<file path="src/cam_decoder_params.svh">
// Constants for the addressing mode decoder
`ifndef CAM_DECODER_PARAMS_SVH
`define CAM_DECODER_PARAMS_SVH

// ----------------------------------------------------------------------------
// Prefix bytes
// ----------------------------------------------------------------------------
`define CAM_PREFIX_SECOND_INDEX 8'h90
`define CAM_PREFIX_SECOND_INDIRECT 8'h91
`define CAM_PREFIX_INDIRECT 8'h92

// ----------------------------------------------------------------------------
// Interrupt mask opcodes and levels
// ----------------------------------------------------------------------------
`define CAM_OP_MASK_INTERRUPTS 8'h9b
`define CAM_OP_UNMASK_INTERRUPTS 8'h9a
`define CAM_MASK_LEVEL_SET 2'h3
`define CAM_MASK_LEVEL_CLEAR 2'h0
`define CAM_MASK_RESET 2'h3

// ----------------------------------------------------------------------------
// Opcode rows (high nibble)
// ----------------------------------------------------------------------------
`define CAM_ROW_BIT_REL 4'h0
`define CAM_ROW_BIT 4'h1
`define CAM_ROW_REL 4'h2
`define CAM_ROW_RMW_DIR 4'h3
`define CAM_ROW_INH_A 4'h4
`define CAM_ROW_INH_X 4'h5
`define CAM_ROW_RMW_IDX_S 4'h6
`define CAM_ROW_RMW_IDX_0 4'h7
`define CAM_ROW_INH_MISC0 4'h8
`define CAM_ROW_INH_MISC1 4'h9
`define CAM_ROW_IMM 4'ha
`define CAM_ROW_DIR_S 4'hb
`define CAM_ROW_DIR_L 4'hc
`define CAM_ROW_IDX_L 4'hd
`define CAM_ROW_IDX_S 4'he
`define CAM_ROW_IDX_0 4'hf

// ----------------------------------------------------------------------------
// Reset values and field positions
// ----------------------------------------------------------------------------
`define CAM_PAGE_ZERO_HI 8'h00
`define CAM_ADDR_RESET 16'h0000
`define CAM_ROW_MSB 7
`define CAM_ROW_LSB 4
`define CAM_SIGN_BIT 7

`endif

</file>
<file path="src/cam_decoder_pkg.sv">
// Types shared by the addressing mode decoder
`default_nettype none

package cam_decoder_pkg;

  // --------------------------------------------------------------------------
  // Addressing modes, seventeen in seven groups
  // --------------------------------------------------------------------------
  typedef enum logic [4:0] {
    CAM_INH, CAM_IMM,
    CAM_DIR_S, CAM_DIR_L,
    CAM_IDX_0, CAM_IDX_S, CAM_IDX_L,
    CAM_IND_S, CAM_IND_L, CAM_IIX_S, CAM_IIX_L,
    CAM_REL_D, CAM_REL_I,
    CAM_BIT_D, CAM_BIT_I, CAM_BIT_DR, CAM_BIT_IR
  } cam_mode_t;

  typedef enum logic [1:0] {
    CAM_PFX_NONE, CAM_PFX_SECOND, CAM_PFX_INDIRECT, CAM_PFX_SECOND_INDIRECT
  } cam_prefix_t;

  // --------------------------------------------------------------------------
  // Carriers
  // --------------------------------------------------------------------------
  typedef struct packed {
    logic req;
    logic [15:0] addr;
  } cam_mem_req_t;

  typedef struct packed {
    cam_mode_t mode;
    logic [2:0] length;
    logic [15:0] effAddr;
    logic [15:0] branchTarget;
    logic useSecond;
    logic illegal;
  } cam_result_t;

endpackage : cam_decoder_pkg

`default_nettype wire

</file>
<file path="src/cam_ea_adder.sv">
// Registered 16-bit unsigned address adder
`default_nettype none

module cam_ea_adder
  import cam_decoder_pkg::*;
(
  // Clock and reset
  input wire logic ref_clk,
  input wire logic rst_n,
  // Operands
  input wire logic [15:0] augend,
  input wire logic [15:0] addend,
  // Registered sum
  output logic [15:0] sum
);

  // Wraps inside the 64 Kbyte space
  always_ff @(posedge ref_clk or negedge rst_n) begin
    if (!rst_n) begin
      sum <= 16'h0000;
    end else begin
      sum <= augend + addend;
    end
  end

endmodule : cam_ea_adder

`default_nettype wire

</file>
<file path="src/cam_addr_decoder.sv">
// Instruction length and effective address decoder
//
// Contract
// - Seventeen addressing modes in seven groups are decoded.
// - Long forms reach all 64 Kbyte using two-byte address words or two-byte pointers.
// - Short forms use byte addresses, reaching at most 1FE; direct and indexed ones are more compact.
// - Read-modify-write opcodes only ever decode to short or no-offset forms.
// - Inherent instructions are a single opcode byte.
// - Immediate instructions are opcode plus one operand byte.
// - Short direct uses one address byte, range 00 to FF.
// - Long direct uses a two-byte address word.
// - Indexed address is unsigned sum of chosen index and offset.
// - Indexed without offset uses the index alone, no operand byte.
// - Short indexed adds one offset byte, reaching up to 1FE.
// - Long indexed adds a two-byte offset word to the index.
// - Short indirect fetches a one-byte pointer from page zero.
// - Long indirect forms fetch a two-byte pointer from page zero.
// - Indirect indexed adds index to the fetched pointer, unsigned.
// - Short indirect indexed: byte pointer plus index, up to 1FE.
// - Mask op sets interrupt level 3, unmask op sets level 0.
// - Relative modes add a signed 8-bit offset to the PC.
// - Prefixes 90, 92, 91 select second index and indirect forms.
`include "cam_decoder_params.svh"
`default_nettype none

module cam_addr_decoder
  import cam_decoder_pkg::*;
(
  // Clock and reset
  input wire logic ref_clk,
  input wire logic rst_n,
  // Sequencer request
  input wire logic startReq,
  input wire logic [15:0] startPc,
  input wire logic [7:0] indexFirst,
  input wire logic [7:0] indexSecond,
  // Sequencer answer
  output logic busy,
  output logic done,
  output cam_result_t result,
  output logic [1:0] intMask,
  // Memory bus
  output cam_mem_req_t memBus,
  input wire logic [7:0] memRdata,
  input wire logic memAck
);

  // --------------------------------------------------------------------------
  // State
  // --------------------------------------------------------------------------
  typedef enum logic [2:0] {
    ST_IDLE, ST_OPCODE, ST_OPERAND, ST_POINTER, ST_CALC, ST_DONE
  } cam_state_t;

  cam_state_t state;
  logic [15:0] pc;
  cam_prefix_t prefix;
  logic [7:0] opcode;
  cam_mode_t mode;
  logic illegal;
  logic [1:0] opCnt;
  logic [1:0] opIdx;
  logic [1:0] ptrIdx;
  logic [7:0] byte0;
  logic [7:0] byte1;
  logic [15:0] ptr;
  logic [7:0] idxFirst;
  logic [7:0] idxSecond;
  logic [15:0] eaSum;

  // --------------------------------------------------------------------------
  // Decode helpers
  // --------------------------------------------------------------------------
  function automatic cam_mode_t decodeMode(input logic [3:0] row, input cam_prefix_t pfx);
    logic ind;
    cam_mode_t m;
    ind = (pfx == CAM_PFX_INDIRECT) || (pfx == CAM_PFX_SECOND_INDIRECT);
    case (row)
      `CAM_ROW_BIT_REL: m = ind ? CAM_BIT_IR : CAM_BIT_DR;
      `CAM_ROW_BIT: m = ind ? CAM_BIT_I : CAM_BIT_D;
      `CAM_ROW_REL: m = ind ? CAM_REL_I : CAM_REL_D;
      `CAM_ROW_RMW_DIR: m = ind ? CAM_IND_S : CAM_DIR_S;
      `CAM_ROW_RMW_IDX_S: m = ind ? CAM_IIX_S : CAM_IDX_S;
      `CAM_ROW_RMW_IDX_0: m = CAM_IDX_0;
      `CAM_ROW_IMM: m = CAM_IMM;
      `CAM_ROW_DIR_S: m = ind ? CAM_IND_S : CAM_DIR_S;
      `CAM_ROW_DIR_L: m = ind ? CAM_IND_L : CAM_DIR_L;
      `CAM_ROW_IDX_L: m = ind ? CAM_IIX_L : CAM_IDX_L;
      `CAM_ROW_IDX_S: m = ind ? CAM_IIX_S : CAM_IDX_S;
      `CAM_ROW_IDX_0: m = CAM_IDX_0;
      default: m = CAM_INH;
    endcase
    return m;
  endfunction : decodeMode

  // Prefix legality per opcode row
  function automatic logic badPrefix(input logic [3:0] row, input cam_prefix_t pfx);
    logic indexedRow;
    logic directRow;
    logic bad;
    indexedRow = (row == `CAM_ROW_RMW_IDX_S) || (row == `CAM_ROW_IDX_L) || (row == `CAM_ROW_IDX_S);
    directRow = (row == `CAM_ROW_BIT_REL) || (row == `CAM_ROW_BIT) || (row == `CAM_ROW_REL) ||
                (row == `CAM_ROW_RMW_DIR) || (row == `CAM_ROW_DIR_S) || (row == `CAM_ROW_DIR_L);
    case (pfx)
      CAM_PFX_SECOND: bad = directRow;
      CAM_PFX_INDIRECT: bad = !(directRow || indexedRow);
      CAM_PFX_SECOND_INDIRECT: bad = !indexedRow;
      default: bad = 1'b0;
    endcase
    return bad;
  endfunction : badPrefix

  // Operand bytes after the opcode
  function automatic logic [1:0] operandCount(input cam_mode_t m);
    logic [1:0] n;
    case (m)
      CAM_INH, CAM_IDX_0: n = 2'h0;
      CAM_IMM: n = 2'h1;
      CAM_DIR_S, CAM_IDX_S: n = 2'h1;
      CAM_DIR_L, CAM_IDX_L: n = 2'h2;
      CAM_IND_S, CAM_IND_L, CAM_IIX_S, CAM_IIX_L: n = 2'h1;
      CAM_BIT_DR, CAM_BIT_IR: n = 2'h2;
      default: n = 2'h1;
    endcase
    return n;
  endfunction : operandCount

  // Pointer bytes fetched from page zero
  function automatic logic [1:0] pointerCount(input cam_mode_t m);
    logic [1:0] n;
    case (m)
      CAM_IND_S, CAM_IIX_S, CAM_REL_I, CAM_BIT_I, CAM_BIT_IR: n = 2'h1;
      CAM_IND_L, CAM_IIX_L: n = 2'h2;
      default: n = 2'h0;
    endcase
    return n;
  endfunction : pointerCount

  function automatic cam_prefix_t prefixOf(input logic [7:0] b);
    cam_prefix_t p;
    case (b)
      `CAM_PREFIX_SECOND_INDEX: p = CAM_PFX_SECOND;
      `CAM_PREFIX_INDIRECT: p = CAM_PFX_INDIRECT;
      `CAM_PREFIX_SECOND_INDIRECT: p = CAM_PFX_SECOND_INDIRECT;
      default: p = CAM_PFX_NONE;
    endcase
    return p;
  endfunction : prefixOf

  // --------------------------------------------------------------------------
  // Combinational decode of the incoming byte
  // --------------------------------------------------------------------------
  logic byteIn;
  logic fetching;
  logic useSecond;
  logic [7:0] indexSel;
  logic [3:0] rowIn;
  cam_mode_t modeIn;
  logic [1:0] cntIn;
  logic [15:0] fetchAddr;
  logic [15:0] augend;
  logic [15:0] addend;

  assign byteIn = memBus.req && memAck;
  assign fetching = (state == ST_OPCODE) || (state == ST_OPERAND) || (state == ST_POINTER);
  assign rowIn = memRdata[`CAM_ROW_MSB:`CAM_ROW_LSB];
  assign modeIn = decodeMode(rowIn, prefix);
  assign cntIn = operandCount(modeIn);
  assign useSecond = (prefix == CAM_PFX_SECOND) || (prefix == CAM_PFX_SECOND_INDIRECT);
  assign indexSel = useSecond ? idxSecond : idxFirst;

  // Pointers live in page zero; word pointer is read high byte first
  always_comb begin
    if (state == ST_POINTER) begin
      fetchAddr = {`CAM_PAGE_ZERO_HI, byte0} + {14'h0000, ptrIdx};
    end else begin
      fetchAddr = pc;
    end
  end

  // Adder operands per mode
  always_comb begin
    augend = `CAM_ADDR_RESET;
    addend = `CAM_ADDR_RESET;
    case (mode)
      CAM_IMM: augend = pc - 16'h0001;
      CAM_DIR_S, CAM_BIT_D, CAM_BIT_DR: augend = {`CAM_PAGE_ZERO_HI, byte0};
      CAM_DIR_L: augend = {byte0, byte1};
      CAM_IDX_0: addend = {8'h00, indexSel};
      CAM_IDX_S: begin
        augend = {`CAM_PAGE_ZERO_HI, byte0};
        addend = {8'h00, indexSel};
      end
      CAM_IDX_L: begin
        augend = {byte0, byte1};
        addend = {8'h00, indexSel};
      end
      CAM_IND_S, CAM_IND_L, CAM_BIT_I, CAM_BIT_IR: augend = ptr;
      CAM_IIX_S, CAM_IIX_L: begin
        augend = ptr;
        addend = {8'h00, indexSel};
      end
      CAM_REL_D: begin
        augend = pc;
        addend = {{8{byte0[`CAM_SIGN_BIT]}}, byte0};
      end
      CAM_REL_I: begin
        augend = pc;
        addend = {{8{ptr[`CAM_SIGN_BIT]}}, ptr[7:0]};
      end
      default: augend = `CAM_ADDR_RESET;
    endcase
  end

  cam_ea_adder u_adder (
    .ref_clk(ref_clk),
    .rst_n(rst_n),
    .augend(augend),
    .addend(addend),
    .sum(eaSum)
  );

  // --------------------------------------------------------------------------
  // Memory bus requests
  // --------------------------------------------------------------------------
  always_ff @(posedge ref_clk or negedge rst_n) begin
    if (!rst_n) begin
      memBus <= '0;
    end else if (byteIn) begin
      memBus.req <= 1'b0;
    end else if (fetching && !memBus.req) begin
      memBus.req <= 1'b1;
      memBus.addr <= fetchAddr;
    end
  end

  // --------------------------------------------------------------------------
  // Sequencing
  // --------------------------------------------------------------------------
  always_ff @(posedge ref_clk or negedge rst_n) begin
    if (!rst_n) begin
      state <= ST_IDLE;
      pc <= `CAM_ADDR_RESET;
      prefix <= CAM_PFX_NONE;
      opcode <= 8'h00;
      mode <= CAM_INH;
      illegal <= 1'b0;
      opCnt <= 2'h0;
      opIdx <= 2'h0;
      ptrIdx <= 2'h0;
      byte0 <= 8'h00;
      byte1 <= 8'h00;
      ptr <= `CAM_ADDR_RESET;
      idxFirst <= 8'h00;
      idxSecond <= 8'h00;
    end else begin
      case (state)
        ST_IDLE: begin
          if (startReq) begin
            pc <= startPc;
            prefix <= CAM_PFX_NONE;
            idxFirst <= indexFirst;
            idxSecond <= indexSecond;
            state <= ST_OPCODE;
          end
        end
        ST_OPCODE: begin
          if (byteIn) begin
            pc <= pc + 16'h0001;
            if (prefixOf(memRdata) != CAM_PFX_NONE && prefix == CAM_PFX_NONE) begin
              prefix <= prefixOf(memRdata);
            end else begin
              opcode <= memRdata;
              mode <= modeIn;
              illegal <= badPrefix(rowIn, prefix) || (prefixOf(memRdata) != CAM_PFX_NONE);
              opCnt <= cntIn;
              opIdx <= 2'h0;
              ptrIdx <= 2'h0;
              ptr <= `CAM_ADDR_RESET;
              state <= (cntIn != 2'h0) ? ST_OPERAND : ST_CALC;
            end
          end
        end
        ST_OPERAND: begin
          if (byteIn) begin
            pc <= pc + 16'h0001;
            if (opIdx == 2'h0) begin
              byte0 <= memRdata;
            end else begin
              byte1 <= memRdata;
            end
            opIdx <= opIdx + 2'h1;
            if (opIdx == opCnt - 2'h1) begin
              state <= (pointerCount(mode) != 2'h0) ? ST_POINTER : ST_CALC;
            end
          end
        end
        ST_POINTER: begin
          if (byteIn) begin
            ptr <= {ptr[7:0], memRdata};
            ptrIdx <= ptrIdx + 2'h1;
            if (ptrIdx == pointerCount(mode) - 2'h1) begin
              state <= ST_CALC;
            end
          end
        end
        ST_CALC: state <= ST_DONE;
        ST_DONE: state <= ST_IDLE;
        default: state <= ST_IDLE;
      endcase
    end
  end

  // --------------------------------------------------------------------------
  // Answer to the sequencer
  // --------------------------------------------------------------------------
  always_ff @(posedge ref_clk or negedge rst_n) begin
    if (!rst_n) begin
      done <= 1'b0;
      busy <= 1'b0;
      result <= '0;
    end else begin
      done <= (state == ST_DONE);
      busy <= (state != ST_IDLE) ? (state != ST_DONE) : startReq;
      if (state == ST_DONE) begin
        result.mode <= mode;
        result.length <= {1'b0, opCnt} + 3'h1 + {2'h0, prefix != CAM_PFX_NONE};
        result.effAddr <= eaSum;
        result.branchTarget <= pc + {{8{byte1[`CAM_SIGN_BIT]}}, byte1};
        result.useSecond <= useSecond;
        result.illegal <= illegal;
      end
    end
  end

  // Interrupt mask level
  always_ff @(posedge ref_clk or negedge rst_n) begin
    if (!rst_n) begin
      intMask <= `CAM_MASK_RESET;
    end else if (state == ST_DONE && !illegal) begin
      if (opcode == `CAM_OP_MASK_INTERRUPTS) begin
        intMask <= `CAM_MASK_LEVEL_SET;
      end else if (opcode == `CAM_OP_UNMASK_INTERRUPTS) begin
        intMask <= `CAM_MASK_LEVEL_CLEAR;
      end
    end
  end

endmodule : cam_addr_decoder

`default_nettype wire

</file>
<file path="config.mk">
export PLATFORM = sky130hd
export DESIGN_NAME = cam_addr_decoder
export DESIGN_NICKNAME = d
export VERILOG_FILES = /design/src/cam_decoder_pkg.sv /design/src/cam_ea_adder.sv /design/src/cam_addr_decoder.sv
export VERILOG_INCLUDE_DIRS = /design/src
export SDC_FILE = /design/constraint.sdc
export NUM_CORES = 1
export LEC_CHECK = 0
export BUFFER_PORTS_ARGS = -buffer_cell sky130_fd_sc_hd__buf_2
export CAP_MARGIN = 20
export CORE_UTILIZATION = 28
export DETAILED_ROUTE_END_ITERATION = 6
export GPL_ROUTABILITY_DRIVEN = 0
export PLACE_DENSITY = 0.45
export SYNTH_ARGS = -nofsm -noshare
export SYNTH_HDL_FRONTEND = slang
export SYNTH_HIERARCHICAL = 1
export SYNTH_SLANG_ARGS = --single-unit
</file>
<file path="constraint.sdc">
create_clock -name ref_clk -period 4.5 [get_ports ref_clk]
set_clock_uncertainty 0.15 [all_clocks]
set_input_delay 0.45 -clock ref_clk [delete_from_list [all_inputs] [get_ports ref_clk]]
set_output_delay 0.45 -clock ref_clk [all_outputs]
set_load 0.01 [all_outputs]
</file>
## Word-level counts from Yosys, hierarchy flattened

Memory sizes are Yosys's and may differ from the RTL's.
Cells that the tools add are included.

- Memory bits (read-only): 64
- Register bits after elaboration: 168
- Output and inout port bits: 63
- Memories: 1
- Bits of input ports: 44
- Latch bits: 0
- Memory bits (writable): 0
- Logic and storage cells: 212

Memories:

| name | words | bits a word | read ports | clocked after Yosys merged registers in | wr ports | line | RTL |
|---|---|---|---|---|---|---|---|
| (no name shown) | 32 | 2 | 1 | 0 | 0 | cam_addr_decoder.sv:116 | `case (m)` |

- Reduce and logical (&&, ||, !) cells: 59
- Mux-type cells: 60
- Magnitude comparators: 0
- Equality and inequality tests: 52
- Multipliers: 0
- Div/mod/pow operators: 0
- Bitwise gates (word level): 3
- $add $sub $neg: 11
- Shift operators: 0

Operators by type and width:

| cell | number |
|---|---|
| $mux 16 | 6 |
| $pmux 16 s5 | 1 |
| $pmux 16 s2 | 2 |
| $pmux 16 s3 | 1 |
| $pmux 5 s9 | 1 |
| $eq 5x4->1 const B | 8 |
| $eq 8x8->1 const B | 5 |
| $mux 2 | 20 |
| $mux 3 | 11 |
| $add 16x16->16 | 2 |
| $eq 4x4->1 const B | 6 |
| $reduce_bool 2->1 | 11 |
| $eq 5x3->1 const B | 4 |
| $mux 17 | 1 |
| $add 16x1->16 const B | 1 |
| $pmux 2 s2 | 4 |
| $sub 16x1->16 const B | 1 |
| $pmux 3 s5 | 1 |
| $reduce_or 2->1 | 7 |
| $logic_or 1x1->1 | 13 |
| $mux 4 | 3 |
| $reduce_and 3->1 | 4 |
| $reduce_and 4->1 | 3 |
| $eq 5x2->1 const B | 2 |
| 36 further kinds | 67 |

## Logic depth before layout (Yosys ltp)

- Depth in word-level cells: 13
- Mapped depth: 15
- Gate-level depth less buffers: 14

## Cells and area by module

Netlist, hierarchy kept.

Modules (own cells, without submodules):

| module | times used | sequential area each (um^2) | cells an instance | area each (um^2) |
|---|---|---|---|---|
| cam_addr_decoder | 1 | 3779.9 | 943 | 8559.5 |
| cam_ea_adder | 1 | 400.4 | 120 | 1206.2 |

## Worst setup path before layout

No wires, ideal clock.

- Path kind: reg2reg
- Start: register pc[1]
- End: register u_adder.sum[15]
- Arrival: 3.175 ns
- Clock period less this slack: 3.450 ns
- Library setup time: 0.125 ns
- Path buffers: 1
- Path slack: 1.050 ns
- Stages on the path, launching flop included: 16
- Data required time: 4.225 ns
- Path through: dfrtp_1 -> inv_1 -> ha_1 -> or4b_2 -> nor3_1 -> nand2b_1 -> nor2_1 -> xnor2_1 -> o21ai_0 -> ha_1 -> buf_2 -> a221o_1 -> a31oi_1 -> o21a_1 -> o21ai_1 -> xnor2_1

- Longest elaborated chain between the ends: 3

RTL lines:

| element | line | RTL |
|---|---|---|
| start, declared | cam_addr_decoder.sv:56 | `logic [15:0] pc;` |
| start signal, assigned | cam_addr_decoder.sv:243 | `` pc <= `CAM_ADDR_RESET; `` |
| start signal, assigned | cam_addr_decoder.sv:260 | `pc <= startPc;` |
| start signal, assigned | cam_addr_decoder.sv:269 | `pc <= pc + 16'h0001;` |
| $sub 16x1->16 | cam_addr_decoder.sv:186 | `CAM_IMM: augend = pc - 16'h0001;` |
| $pmux 16 s5 | cam_addr_decoder.sv:185 | `case (mode)` |
| net augend[12] | cam_addr_decoder.sv:161 | `logic [15:0] augend;` |
| $add 16x16->16 | cam_ea_adder.sv:22 | `sum <= augend + addend;` |
| end signal, assigned | cam_ea_adder.sv:22 |  |
| end, declared | cam_ea_adder.sv:14 | `output logic [15:0] sum` |

The timed path passes the listed nets, and every way through them passes these cells.
A chain may end at the register's enable or synchronous reset.

## Worst setup path after layout

- Start: register pc[0]
- End: register u_adder.sum[15]

Same word-level chain as after synthesis.

==> reports/metrics.yaml <==
grt:
  grt_max_degree: 98
  grt_pass1_wl_mm: 47.0
  track_usage_pct: 17.1
  first_global_vias: 7948
  antenna_found_initial: 0
  overflow: 0
routing:
  drt_iter0_drc: 500
  ant_nets: 0
  wl_mm: 29.7
  routed_via_density: 5.11
  wire_per_inst_um: 18.6
  drc: 0
  first_pass_iters: 7
  via_count: 8166
sta:
  hold_violations: 32
  worst_slew_pin_slew_ns: 1.01
  tns_ns: 0
  slew_viol_final: 0
  relSlewSlack_pct: 33.0
  finalCritPeriodShare_pct: 83.6
  clock.fmax_ghz: 0.266
  fin_crit_ns: 3.76
  setup_violations: 0
  grt_setup_unrepaired: "false"
  hold_ws_ns: -0.118
clock_tree:
  holdBufCountCts: 0
  clk_pin_slew_ns: 0.07
  ctsLongestPathBuffers: 2
  insertion_delay_ns: 0.45
  cts_sinks: 167
  cts_made_buffers: 17
  cts_resized: 0
  clock-root-buffer: "clkbuf_16"
  post_cts_buffers: 0
  cts_tree: "done"
  h-tree-depth: 4
placement:
  io_buffers: 106
  hpwlAfterDp_mm: 21.1
worst_setup_path:
  start_kind: "flop"
  arrival_ns: 3.94
  worstReg2RegStart: "pc[0]"
  r2r-end: "u_adder/sum[15]"
  rr_worst_depth: 14
  crit_chain: "inv_1 -> ha_1 -> or4b_2 -> nor3_1 -> nand2b_1 -> nor2_1 -> xnor2_1 -> o21ai_0 -> ha_1 -> a221o_1 -> a31oi_1 -> o21a_1 -> o21ai_1 -> xnor2_1"
  crit_fanout: 8
  ff2ff_setup_slack_ns: 0.74
  worst-path-buf-inv: 1
  cp_slowest_stage_delay_ns: 0.65
  critPathSlowestCell: "or4b_2"
  cp_top_family: "simple AND/OR/NAND/NOR gates"
  cp.required_ns: 4.68
  worstSetupPathType: "flop to flop"
  endpoint_kind: "flop"
final_layout:
  drive_above_1_share_pct: 19.1
  mostFrequentLayoutCell: "nand2_1"
  fillers: 3622
  layout_common_cells: "nand2_1, dfrtp_1, buf_2"
  fin_util_pct: 32.9
  area_growth_pct: 16.2
  num-nets-final: 1219
  n_antenna_cell: 0
worst_hold_path:
  hold_class: "input pin to asynchronous set/reset pin"
floorplan:
  die-height_um: 189
  rows: 68
  chipWidth_um: 189
  io_pins: 107
  dieArea_sq_um: 35600
  start_util_pct: 28.3
  core_sq_um: 34500
logic_synthesis:
  synth_cells: 1063
  yosysTopAreaCell: "dfrtp_1"
  syn-cell-area_sq_um: 9770
  seq_area_frac_synth_pct: 42.8
  netlist_top_cells_area: "dfrtp_1, nand2_1, ha_1, o21ai_0, mux2_2"
  synthDominantCellAreaShare_pct: 42.5
  syn_avg_cell_area_sq_um: 9.19
  yosysWarnings: 6
  syn-num-nets: 1152
  yosys.cell_types.count: 77
  synth_ff_type: "dfrtp_1"
  async_flop_share_pct: 100
  ys_ff_latch: 167
  synth_edf_count: 0
power:
  p_leak_nw: 5.21
  powerDensity_nw_per_um2: 728
  peakVddDrop_v: 0.000291
flow_run:
  drv_cap: 0
status:
  outcome: "finished with violations"
  violations: "hold timing"
cell type report:
cell class	instances	area [sq um]	share of cell area, %
Clock buffer	18	439	3.87
Clock inverter	14	206	1.82
Inverter	30	113	0.992
Multi-Input combinational cell	790	5170	45.5
Sequential cell	167	4180	36.8
Tap cell	455	569	5.02
Timing Repair Buffer	124	672	5.92
sequential cells by signal, summed over array words and instances, names as in the netlist:
signal,cells
opcode,8
ptrIdx,2
result,42
opCnt,2
byte1,8
busy,1
pc,16
byte0,8
idxFirst,8
prefix,2
u_adder/sum,16
memBus,17
illegal,1
ptr,16
idxSecond,8
intMask,1
opIdx,2
state,3
mode,5
done,1
logic make-up (layout without fill, tap and decap cells):
| logic type | Yosys count | count (layout) | share of synthesized area (%) |
|---|---|---|---|
| DFF | 167 | 167 | 42.8 |
| muxes | 51 | 51 | 5.69 |
| AOI/OAI and AO/OA | 290 | 290 | 19.7 |
| and+or+nand+nor | 355 | 355 | 17.1 |
| adders and majority gates | 46 | 46 | 6.10 |
| buffers and inverters | 106 | 186 | 4.36 |
| xor gates and xnor gates | 48 | 48 | 4.31 |
synth_stat cells, types with 4 or more instances:
cell type    n
nand3_1     39
a221o_1      6
o21ai_1      5
clkbuf_1    57
nand2b_1    10
o2111ai_1    5
xnor2_1     28
ha_1        42
or3_1        8
mux2_2      36
a31oi_1     11
o21a_1       5
mux2i_1     15
inv_1       29
a22o_1      28
o21ai_0     85
o211ai_1     6
nor3_2       4
a21oi_1     56
buf_2       10
nand2_1    169
nor2b_1      8
a22oi_1     16
buf_1        6
nand4_1      7
o22ai_1     11
xor2_1      20
nor3_1      17
dfrtp_1    166
a222oi_1    10
or2_2        5
o21bai_1     4
nor2_1      56
a21o_1      11
nor4_1       6
and3_1       6
routing by layer:
| layer | GRT usage (%) | share of wire [%] |
|---|---|---|
| met5 | 0 | 0 |
| met4 | 4.62 | 1.5 |
| met3 | 3.50 | 4.2 |
| met2 | 27.6 | 47 |
| met1 | 23.2 | 47 |
where the power goes:
part / leakage (nW) / internal [mW] / switching (mW)
combinational: 2.77 / 1.57 / 2.20
sequential: 2.12 / 2.12 / 0.725
clock: 0.314 / 0.960 / 0.688
through the flow:
stage / setup slack (ns) / total power [mW] / instances / area, sq um / hold slack (ns)
2_1_floorplan: 1.05 / 5.37 / 1063 / 9770 / 0.00441
3_3_place_gp: 0.828 / 6.64 / 1566 / 10700 / 0.278
3_5_place_dp: 0.773 / 6.67 / 1566 / 10700 / 0.277
4_1_cts: 0.740 / 8.35 / 1598 / 11300 / 0.00858
5_1_grt: 0.477 / 8.93 / 1598 / 11300 / 0.0336
6_report: 0.738 / 8.26 / 1598 / 11300 / -0.118
how the worst max path moves through the flow:
stage	start	endpoint	slack (ns)	cells past startpoint
final	pc[0]	u_adder/sum[15]	0.74	14
after global routing	pc[1]	u_adder/sum[14]	0.48	13
after CTS	pc[1]	u_adder/sum[15]	0.74	13
after detailed placement	pc[1]	u_adder/sum[15]	0.77	13
after global placement	pc[1]	u_adder/sum[15]	0.83	13
after floorplan	pc[1]	u_adder/sum[15]	1.05	15
Note: power is estimated with default switching activity, not from simulation.
